## config.mk

```make
export PLATFORM = sky130hd
export DESIGN_NAME = fepe_host
export DESIGN_NICKNAME = d
export VERILOG_FILES = /design/src/rtl/fepe_pkg.sv /design/src/rtl/fepe_host.sv
export SDC_FILE = /design/constraint.sdc
export NUM_CORES = 1
export LEC_CHECK = 0
export ABC_AREA = 1
export BUFFER_PORTS_ARGS = -buffer_cell sky130_fd_sc_hd__clkbuf_2
export CAP_MARGIN = 20
export CORE_UTILIZATION = 36
export CTS_CLUSTER_SIZE = 8
export DETAILED_ROUTE_END_ITERATION = 10
export PLACE_DENSITY = 0.55
export SETUP_SLACK_MARGIN = 0.4
export SLEW_MARGIN = 20
export SYNTH_ARGS = -nofsm -noshare
export SYNTH_HDL_FRONTEND = slang
export SYNTH_SLANG_ARGS = --single-unit
```

## constraint.sdc

```tcl
create_clock -name pclk -period 2.5 [get_ports pclk]
set_clock_uncertainty 0.1 [all_clocks]
set_input_delay 0.5 -clock pclk [delete_from_list [all_inputs] [get_ports pclk]]
set_output_delay 0.5 -clock pclk [all_outputs]
set_load 0.005 [all_outputs]
```

## src/rtl/fepe_pkg.sv

```systemverilog
package fepe_pkg;
  // Clock.
  localparam longint unsigned CLK_HZ        = 64'd50_000_000;
  localparam int unsigned     CLK_PERIOD_NS = 20;
  localparam int unsigned     SYNC_STAGES   = 2;
  // Pin timing in ns and the cycle counts derived from it (least times round up).
  localparam int unsigned     WE_LOW_NS     = 45;
  localparam int unsigned     WE_HIGH_NS    = 20;
  localparam int unsigned     RD_ACC_NS     = 90;
  localparam int unsigned     RD_FLOAT_NS   = 40;
  localparam logic [3:0] WE_LOW_CYC  = 4'((WE_LOW_NS + CLK_PERIOD_NS - 1) / CLK_PERIOD_NS);
  localparam logic [3:0] WE_HIGH_CYC = 4'((WE_HIGH_NS + CLK_PERIOD_NS - 1) / CLK_PERIOD_NS);
  localparam logic [3:0] RD_CYC      =
    4'((RD_ACC_NS + CLK_PERIOD_NS - 1) / CLK_PERIOD_NS + SYNC_STAGES);
  localparam logic [3:0] RD_GAP_CYC  = 4'((RD_FLOAT_NS + CLK_PERIOD_NS - 1) / CLK_PERIOD_NS);
  // Longest internal durations the host must tolerate.
  localparam longint unsigned BYTE_PROGRAM_DURATION_US = 64'd300;
  localparam longint unsigned SECTOR_ERASE_DURATION_S  = 64'd30;
  localparam longint unsigned CHIP_ERASE_DURATION_S    = 64'd256;
  localparam int unsigned     WAIT_W = 34;
  localparam longint unsigned PROG_WAIT_CYC_DEF  = BYTE_PROGRAM_DURATION_US * CLK_HZ / 64'd1_000_000;
  localparam longint unsigned SECT_WAIT_CYC_DEF  = SECTOR_ERASE_DURATION_S * CLK_HZ;
  localparam longint unsigned CHIP_WAIT_CYC_DEF  = CHIP_ERASE_DURATION_S * CLK_HZ;
  // Register offsets.
  localparam logic [11:0] CTRL_OFS   = 12'h000;
  localparam logic [11:0] ADDR_OFS   = 12'h004;
  localparam logic [11:0] WDATA_OFS  = 12'h008;
  localparam logic [11:0] STATUS_OFS = 12'h00C;
  localparam logic [11:0] RDATA_OFS  = 12'h010;
  // Operation codes written to the control register.
  localparam logic [2:0] OP_NONE  = 3'h0;
  localparam logic [2:0] OP_READ  = 3'h1;
  localparam logic [2:0] OP_PROG  = 3'h2;
  localparam logic [2:0] OP_CHIP  = 3'h3;
  localparam logic [2:0] OP_SECT  = 3'h4;
  localparam logic [2:0] OP_RESET = 3'h5;
  // Command bus cycles.
  localparam logic [20:0] UNLOCK1_ADDR = 21'h000555;
  localparam logic [20:0] UNLOCK2_ADDR = 21'h0002AA;
  localparam logic [7:0]  UNLOCK1_DATA = 8'hAA;
  localparam logic [7:0]  UNLOCK2_DATA = 8'h55;
  localparam logic [7:0]  CMD_PROG     = 8'hA0;
  localparam logic [7:0]  CMD_ERASE    = 8'h80;
  localparam logic [7:0]  CMD_CHIP     = 8'h10;
  localparam logic [7:0]  CMD_SECT     = 8'h30;
  localparam logic [7:0]  CMD_RESET    = 8'hF0;
  localparam int unsigned SECT_LSB     = 16;
  // Status bit positions on the data lines.
  localparam int unsigned POLL_BIT   = 7;
  localparam int unsigned TOGGLE_BIT = 6;
  localparam int unsigned TMO_BIT    = 5;
  localparam int unsigned EWIN_BIT   = 3;
  // Status register fields.
  localparam int unsigned STS_BUSY   = 0;
  localparam int unsigned STS_DONE   = 1;
  localparam int unsigned STS_FAIL   = 2;
  localparam int unsigned STS_HTMO   = 3;
  localparam int unsigned STS_TMO    = 4;
  localparam int unsigned STS_EWIN   = 5;
  localparam int unsigned STS_DATA   = 8;

  typedef enum logic [2:0] {ST_IDLE, ST_WSETUP, ST_WPULSE, ST_WGAP, ST_RPULSE, ST_RGAP}
    fepe_state_t;
endpackage : fepe_pkg

```

## src/rtl/fepe_host.sv

```systemverilog
`timescale 1ns/100ps
module fepe_host #(
  parameter longint unsigned PROG_WAIT_CYC = fepe_pkg::PROG_WAIT_CYC_DEF,
  parameter longint unsigned SECT_WAIT_CYC = fepe_pkg::SECT_WAIT_CYC_DEF,
  parameter longint unsigned CHIP_WAIT_CYC = fepe_pkg::CHIP_WAIT_CYC_DEF
) (
  // Clock, reset and enable.
  input  wire logic        pclk,
  input  wire logic        presetn,
  input  wire logic        clk_en,
  // APB slave.
  input  wire logic        psel,
  input  wire logic        penable,
  input  wire logic        pwrite,
  input  wire logic [11:0] paddr,
  input  wire logic [31:0] pwdata,
  output logic      [31:0] prdata,
  output logic             pready,
  output logic             pslverr,
  // Flash pins.
  output logic      [20:0] flash_addr,
  output logic      [7:0]  flash_dq_o,
  output logic             flash_dq_oe,
  input  wire logic [7:0]  flash_dq_i,
  output logic             flash_ce_n,
  output logic             flash_oe_n,
  output logic             flash_we_n
);
  import fepe_pkg::*;

  fepe_state_t       state_q;
  fepe_state_t       after_q;
  logic [31:0]       prdata_q;
  logic              pready_q;
  logic              pslverr_q;
  logic [20:0]       addr_q;
  logic [7:0]        wdata_q;
  logic [2:0]        op_q;
  logic [2:0]        step_q;
  logic [3:0]        cnt_q;
  logic [WAIT_W-1:0] wait_q;
  logic              polling_q;
  logic              first_q;
  logic              recheck_q;
  logic [7:0]        prev_q;
  logic [7:0]        rdata_q;
  logic              done_q;
  logic              fail_q;
  logic              htmo_q;
  logic [7:0]        dq_s1_q;
  logic [7:0]        dq_s2_q;
  logic [20:0]       fa_q;
  logic [7:0]        fd_q;
  logic              foe_q;
  logic              fce_q;
  logic              fre_q;
  logic              fwe_q;

  function automatic logic [28:0] fepe_step(input logic [2:0] op, input logic [2:0] idx,
                                            input logic [20:0] a, input logic [7:0] d);
    logic [28:0] r;
    r = {a, CMD_RESET};
    if (op == OP_PROG) begin
      case (idx)
        3'h0:    r = {UNLOCK1_ADDR, UNLOCK1_DATA};
        3'h1:    r = {UNLOCK2_ADDR, UNLOCK2_DATA};
        3'h2:    r = {UNLOCK1_ADDR, CMD_PROG};
        default: r = {a, d};
      endcase
    end else if (op == OP_CHIP || op == OP_SECT) begin
      case (idx)
        3'h0, 3'h3: r = {UNLOCK1_ADDR, UNLOCK1_DATA};
        3'h1, 3'h4: r = {UNLOCK2_ADDR, UNLOCK2_DATA};
        3'h2:       r = {UNLOCK1_ADDR, CMD_ERASE};
        default: begin
          if (op == OP_CHIP) begin
            r = {UNLOCK1_ADDR, CMD_CHIP};
          end else begin
            r = {a[20:SECT_LSB], 16'h0000, CMD_SECT};
          end
        end
      endcase
    end
    return r;
  endfunction : fepe_step

  function automatic logic [2:0] fepe_nsteps(input logic [2:0] op);
    case (op)
      OP_PROG:          return 3'h4;
      OP_CHIP, OP_SECT: return 3'h6;
      default:          return 3'h1;
    endcase
  endfunction : fepe_nsteps

  logic        acc;
  logic        wr_take;
  logic        start;
  logic        sample;
  logic [7:0]  rd;
  logic [28:0] stp;
  logic        mapped;
  logic        toggled;

  assign acc     = psel & penable;
  assign wr_take = acc & pready_q & pwrite;
  assign start   = wr_take && paddr == CTRL_OFS && state_q == ST_IDLE &&
                   pwdata[2:0] != OP_NONE && pwdata[2:0] <= OP_RESET;
  assign sample  = state_q == ST_RPULSE && cnt_q == 4'h0;
  assign rd      = dq_s2_q;
  assign toggled = prev_q[TOGGLE_BIT] != rd[TOGGLE_BIT];
  assign stp     = fepe_step(op_q, step_q, addr_q, wdata_q);
  assign mapped  = paddr == CTRL_OFS || paddr == ADDR_OFS || paddr == WDATA_OFS ||
                   paddr == STATUS_OFS || paddr == RDATA_OFS;

  // Answer one cycle after the access phase starts; unmapped offsets raise pslverr.
  always_ff @(posedge pclk or negedge presetn) begin
    if (!presetn) begin
      pready_q  <= 1'b0;
      pslverr_q <= 1'b0;
      prdata_q  <= 32'h00000000;
    end else if (clk_en) begin
      pready_q  <= acc & ~pready_q;
      pslverr_q <= acc & ~pready_q & ~mapped;
      if (acc && !pready_q) begin
        case (paddr)
          CTRL_OFS:   prdata_q <= {29'h0, op_q};
          ADDR_OFS:   prdata_q <= {11'h000, addr_q};
          WDATA_OFS:  prdata_q <= {24'h000000, wdata_q};
          STATUS_OFS: prdata_q <= {16'h0000, rdata_q, 2'b00, prev_q[EWIN_BIT], prev_q[TMO_BIT],
                                   htmo_q, fail_q, done_q, state_q != ST_IDLE};
          RDATA_OFS:  prdata_q <= {24'h000000, rdata_q};
          default:    prdata_q <= 32'h00000000;
        endcase
      end
    end
  end

  // Address and data are latched only while idle so a running sequence stays intact.
  always_ff @(posedge pclk or negedge presetn) begin
    if (!presetn) begin
      addr_q  <= 21'h000000;
      wdata_q <= 8'h00;
    end else if (clk_en && wr_take && state_q == ST_IDLE) begin
      if (paddr == ADDR_OFS) begin
        addr_q <= pwdata[20:0];
      end
      if (paddr == WDATA_OFS) begin
        wdata_q <= pwdata[7:0];
      end
    end
  end

  always_ff @(posedge pclk or negedge presetn) begin
    if (!presetn) begin
      dq_s1_q <= 8'h00;
      dq_s2_q <= 8'h00;
    end else if (clk_en) begin
      dq_s1_q <= flash_dq_i;
      dq_s2_q <= dq_s1_q;
    end
  end

  always_ff @(posedge pclk or negedge presetn) begin
    if (!presetn) begin
      state_q   <= ST_IDLE;
      after_q   <= ST_IDLE;
      op_q      <= OP_NONE;
      step_q    <= 3'h0;
      cnt_q     <= 4'h0;
      wait_q    <= '0;
      polling_q <= 1'b0;
      first_q   <= 1'b0;
      recheck_q <= 1'b0;
      prev_q    <= 8'h00;
      rdata_q   <= 8'h00;
      done_q    <= 1'b0;
      fail_q    <= 1'b0;
      htmo_q    <= 1'b0;
      fa_q      <= 21'h000000;
      fd_q      <= 8'h00;
      foe_q     <= 1'b0;
      fce_q     <= 1'b1;
      fre_q     <= 1'b1;
      fwe_q     <= 1'b1;
    end else if (clk_en) begin
      if (polling_q && wait_q != '0) begin
        wait_q <= wait_q - 1'b1;
      end
      case (state_q)
        ST_IDLE: begin
          if (start) begin
            op_q   <= pwdata[2:0];
            step_q <= 3'h0;
            done_q <= 1'b0;
            fail_q <= 1'b0;
            htmo_q <= 1'b0;
            fa_q   <= addr_q;
            cnt_q  <= RD_CYC - 4'h1;
            state_q <= pwdata[2:0] == OP_READ ? ST_RPULSE : ST_WSETUP;
            fce_q   <= pwdata[2:0] != OP_READ;
            fre_q   <= pwdata[2:0] != OP_READ;
          end
        end
        ST_WSETUP: begin
          fa_q    <= stp[28:8];
          fd_q    <= stp[7:0];
          foe_q   <= 1'b1;
          fce_q   <= 1'b0;
          fwe_q   <= 1'b0;
          cnt_q   <= WE_LOW_CYC - 4'h1;
          state_q <= ST_WPULSE;
        end
        ST_WPULSE: begin
          if (cnt_q != 4'h0) begin
            cnt_q <= cnt_q - 4'h1;
          end else begin
            fwe_q   <= 1'b1;
            fce_q   <= 1'b1;
            cnt_q   <= WE_HIGH_CYC - 4'h1;
            state_q <= ST_WGAP;
          end
        end
        ST_WGAP: begin
          if (cnt_q != 4'h0) begin
            cnt_q <= cnt_q - 4'h1;
          end else if (step_q + 3'h1 < fepe_nsteps(op_q)) begin
            step_q  <= step_q + 3'h1;
            state_q <= ST_WSETUP;
          end else begin
            foe_q <= 1'b0;
            fa_q  <= addr_q;
            if (op_q == OP_RESET) begin
              done_q  <= ~fail_q;
              state_q <= ST_IDLE;
            end else begin
              wait_q <= op_q == OP_PROG ? WAIT_W'(PROG_WAIT_CYC) :
                        op_q == OP_SECT ? WAIT_W'(SECT_WAIT_CYC) : WAIT_W'(CHIP_WAIT_CYC);
              polling_q <= 1'b1;
              first_q   <= 1'b0;
              recheck_q <= 1'b0;
              fce_q     <= 1'b0;
              fre_q     <= 1'b0;
              cnt_q     <= RD_CYC - 4'h1;
              state_q   <= ST_RPULSE;
            end
          end
        end
        ST_RPULSE: begin
          if (cnt_q != 4'h0) begin
            cnt_q <= cnt_q - 4'h1;
          end else begin
            fce_q   <= 1'b1;
            fre_q   <= 1'b1;
            cnt_q   <= RD_GAP_CYC - 4'h1;
            state_q <= ST_RGAP;
            prev_q  <= rd;
            first_q <= 1'b1;
            after_q <= ST_IDLE;
            if (!polling_q) begin
              rdata_q <= rd;
              done_q  <= 1'b1;
            end else if (first_q && !toggled) begin
              rdata_q   <= rd;
              done_q    <= 1'b1;
              polling_q <= 1'b0;
            end else if ((first_q && toggled && recheck_q) || wait_q == '0) begin
              rdata_q   <= rd;
              fail_q    <= 1'b1;
              htmo_q    <= wait_q == '0;
              polling_q <= 1'b0;
              op_q      <= OP_RESET;
              step_q    <= 3'h0;
              after_q   <= ST_WSETUP;
            end else begin
              recheck_q <= first_q & rd[TMO_BIT];
              after_q   <= ST_RPULSE;
            end
          end
        end
        ST_RGAP: begin
          if (cnt_q != 4'h0) begin
            cnt_q <= cnt_q - 4'h1;
          end else begin
            state_q <= after_q;
            cnt_q   <= RD_CYC - 4'h1;
            fce_q   <= after_q != ST_RPULSE;
            fre_q   <= after_q != ST_RPULSE;
          end
        end
        default: state_q <= ST_IDLE;
      endcase
    end
  end

  assign prdata      = prdata_q;
  assign pready      = pready_q;
  assign pslverr     = pslverr_q;
  assign flash_addr  = fa_q;
  assign flash_dq_o  = fd_q;
  assign flash_dq_oe = foe_q;
  assign flash_ce_n  = fce_q;
  assign flash_oe_n  = fre_q;
  assign flash_we_n  = fwe_q;
endmodule : fepe_host

```

==> results.json <==
{
  "ys_ff_latch": 167,
  "portBuffers": 102,
  "powerDensity_mw_per_mm2": 960,
  "cts.clk_slew.worst_paths_ns": 0.07,
  "cp.arrival_ns": 2.56,
  "post-place-ws_ns": 0.118,
  "layout-drive-gt1-share_pct": 27.4,
  "dp_hpwl_um": 18700,
  "setup_viol": 0,
  "status": "complete, no violations",
  "synth.distinct_cells": 50,
  "avgSynthCellArea_um2": 7.77,
  "io-pin-count": 125,
  "crit_top_cell": "ha_4",
  "ys_warn_count": 0,
  "cts_tree": "done",
  "worst_slew_pin_slew_ns": 0.542,
  "die_area_mm2": 0.0259,
  "grt_max_degree": 56,
  "post-route-drc-count": 0,
  "wl_per_cell_um": 15.7,
  "startpoint_type": "flip-flop",
  "grt_first_pass_wirelength_um": 42200,
  "final_nets": 1400,
  "synth-main-ff-cell": "dfrtp_1",
  "cp-end-kind": "flip-flop",
  "dr.pass1.iters": 8,
  "grt_overflow": 0,
  "cts_root_buffer": "clkbuf_16",
  "final_cell_mix": "nand2_1 (306), dfrtp_1 (157), nor2_1 (114), inv_1 (104), clkbuf_2 (101)",
  "wl_um": 26300,
  "total_power_uw": 11300,
  "p_leak_uw": 0.00571,
  "crit_family": "adder cells",
  "maxSlewViolCount": 0,
  "critical-path-slowest-cell": "dfrtp_1",
  "final_common_cell": "nand2_1",
  "ys_seq_area_share_pct": 46.0,
  "ant_nets": 0,
  "fmax_mhz": 429,
  "antenna_cells": 0,
  "cpPeakStageDelay_ns": 0.43,
  "area_growth_pct": 29.1,
  "synth_edf_count": 0,
  "start_util_pct": 37.1,
  "synthCells": 1170,
  "antenna_found_initial": 0,
  "drv_cap": 0,
  "core_mm2": 0.0245,
  "crit_buf_inv": 4,
  "syn_area_mm2": 0.00909,
  "die_h_um": 161,
  "hold_depth": 3,
  "ir_drop_v": 0.000462,
  "hold_violations": 0,
  "crit_chain": "ha_4 > ha_4 > inv_4 > ha_4 > a21oi_4 > buf_6 > nand2_4 > nand4_1 > buf_6 > clkbuf_16 > nand3b_1 > nand2_1 > nand2_1",
  "vias": 8279,
  "gp_congestion": 0.863,
  "setup_tns_ns": 0,
  "path_depth": 13,
  "hp-class": "in2reg",
  "setup_slack_ns": 0.170,
  "grt.total_usage_pct": 20.8,
  "fin_area_mm2": 0.0117,
  "place_area_mm2": 0.0102,
  "crit_required_ns": 2.73,
  "fp-row-count": 57,
  "clkLatencyLatePin_ns": 0.44,
  "reg2reg_depth": 13,
  "period_minus_slack_ns": 2.33,
  "die_x_um": 161,
  "async_reset_ff_share_pct": 100,
  "rsz0062_at_grt": "yes",
  "relSlewSlack_pct": 63.9,
  "grt_pass1_vias": 7825,
  "finalCritPeriodShare_pct": 93.2,
  "vias_per_cell": 4.95,
  "path_class": "reg2reg",
  "htreeDepth": 4,
  "crit_fanout": 6,
  "drtIter0Drc": 676,
  "clock-sinks": 167,
  "cts_buffers": 17,
  "cts_max_path_buffers": 2
}
## layer usage
layer	up-vias	track usage (%)	part of all wire [%]
met4	0	5.15	1.4
met5	-	0	0
li1	4144	-	-
met1	3905	29.1	47
met2	201	33.3	47
met3	29	3.62	4.3
## sequential cells by signal (all words and copies together), names as in the netlist, 2 cells and up
name and cells:
dq_s2_q 8, prdata 21, state_q 3, cnt_q 4
prev_q 3, wait_q 34, op_q 3, after_q 2
addr_q 21, flash_dq_o 8, wdata_q 8, dq_s1_q 8
rdata_q 8, step_q 3, flash_addr 21
## cell type report
| class | count | area (µm²) |
|---|---|---|
| multi-input cells | 846 | 4780 |
| clock inverters | 15 | 174 |
| fillers | 2414 | 12800 |
| clock buffers | 17 | 425 |
| flip-flops and latches | 167 | 4190 |
| inverters | 130 | 497 |
| repair buffers | 172 | 1260 |
| well taps | 324 | 405 |
## worst register-to-register path, cell delays in order (launching register included)
cell and delay (ns):
dfrtp_1 0.43, ha_4 0.18, ha_4 0.28, inv_4 0.03, ha_4 0.23, a21oi_4 0.19
buf_6 0.14, nand2_4 0.06, nand4_1 0.09, buf_6 0.15, clkbuf_16 0.16, nand3b_1 0.08
nand2_1 0.06, nand2_1 0.04
## stage by stage
stage / utilization, % / hold slack (ns) / instances
after CTS: 46.4 / 0.148 / 1661
after global routing: 47.8 / 0.153 / 1671
after global placement: 41.5 / 0.353 / 1603
after detailed placement: 41.5 / 0.345 / 1603
after floorplan: - / 0.104 / 1180
final: 47.8 / 0.162 / 1671
## cell families (layout without fill, tap and decap cells)
| kind of cell | after synthesis | after routing | synth area share (%) |
|---|---|---|---|
| buffers and inverters | 169 | 334 | 7.93 |
| other | 1 | 11 | 0.0412 |
| AO/OA/AOI/OAI | 196 | 196 | 12.4 |
| adder cells (fa/ha/maj) | 8 | 8 | 1.10 |
| multiplexers | 13 | 13 | 1.61 |
| flip-flops | 167 | 167 | 46.0 |
| AND/OR/NAND/NOR | 597 | 599 | 29.1 |
| XOR/XNOR | 19 | 19 | 1.83 |
## repair_timing
item,4_1_cts,5_1_grt
cloned,4,2
buffers inserted,21,8
endpoints found under the hold margin,38,0
endpoints found under the setup margin,100,113
pin swaps,20,20
hold buffers,1,0
resized for setup,79,70
## path summary, 6_finish.rpt
kind / start / end / slack [ns]
setup / recovery: step_q[1] / wait_q[25] / 0.17
hold / removal: flash_dq_i[6] / dq_s1_q[6] / 0.16
setup reg to reg: step_q[1] / wait_q[25] / 0.17
hold reg to reg: flash_we_n / flash_we_n / 0.37
max in group asynchronous: presetn / flash_ce_n / 1.12
min in group asynchronous: presetn / state_q[0] / 0.43
## report_power, final
part	internal (µW)	switching, µW	total, µW
registers	3210	491	3700
logic	1980	2900	4880
clock network	1360	1330	2690
total	6550	4710	11300
## cell usage after synthesis, drive strengths merged, types with 12 or more instances
master | instances | share of area [%]
buf | 25 | 2.0
nand4 | 14 | 0.96
nor3 | 23 | 1.7
xor2 | 12 | 1.2
nand2 | 338 | 15
o22ai | 18 | 1.2
mux2 | 13 | 1.6
nand3 | 68 | 4.0
o21ai | 110 | 6.2
nor2 | 145 | 6.8
a21oi | 37 | 2.2
dfrtp | 164 | 45
inv | 130 | 5.4
clkbuf | 14 | 0.58
Power figures use the tool's default switching activity.
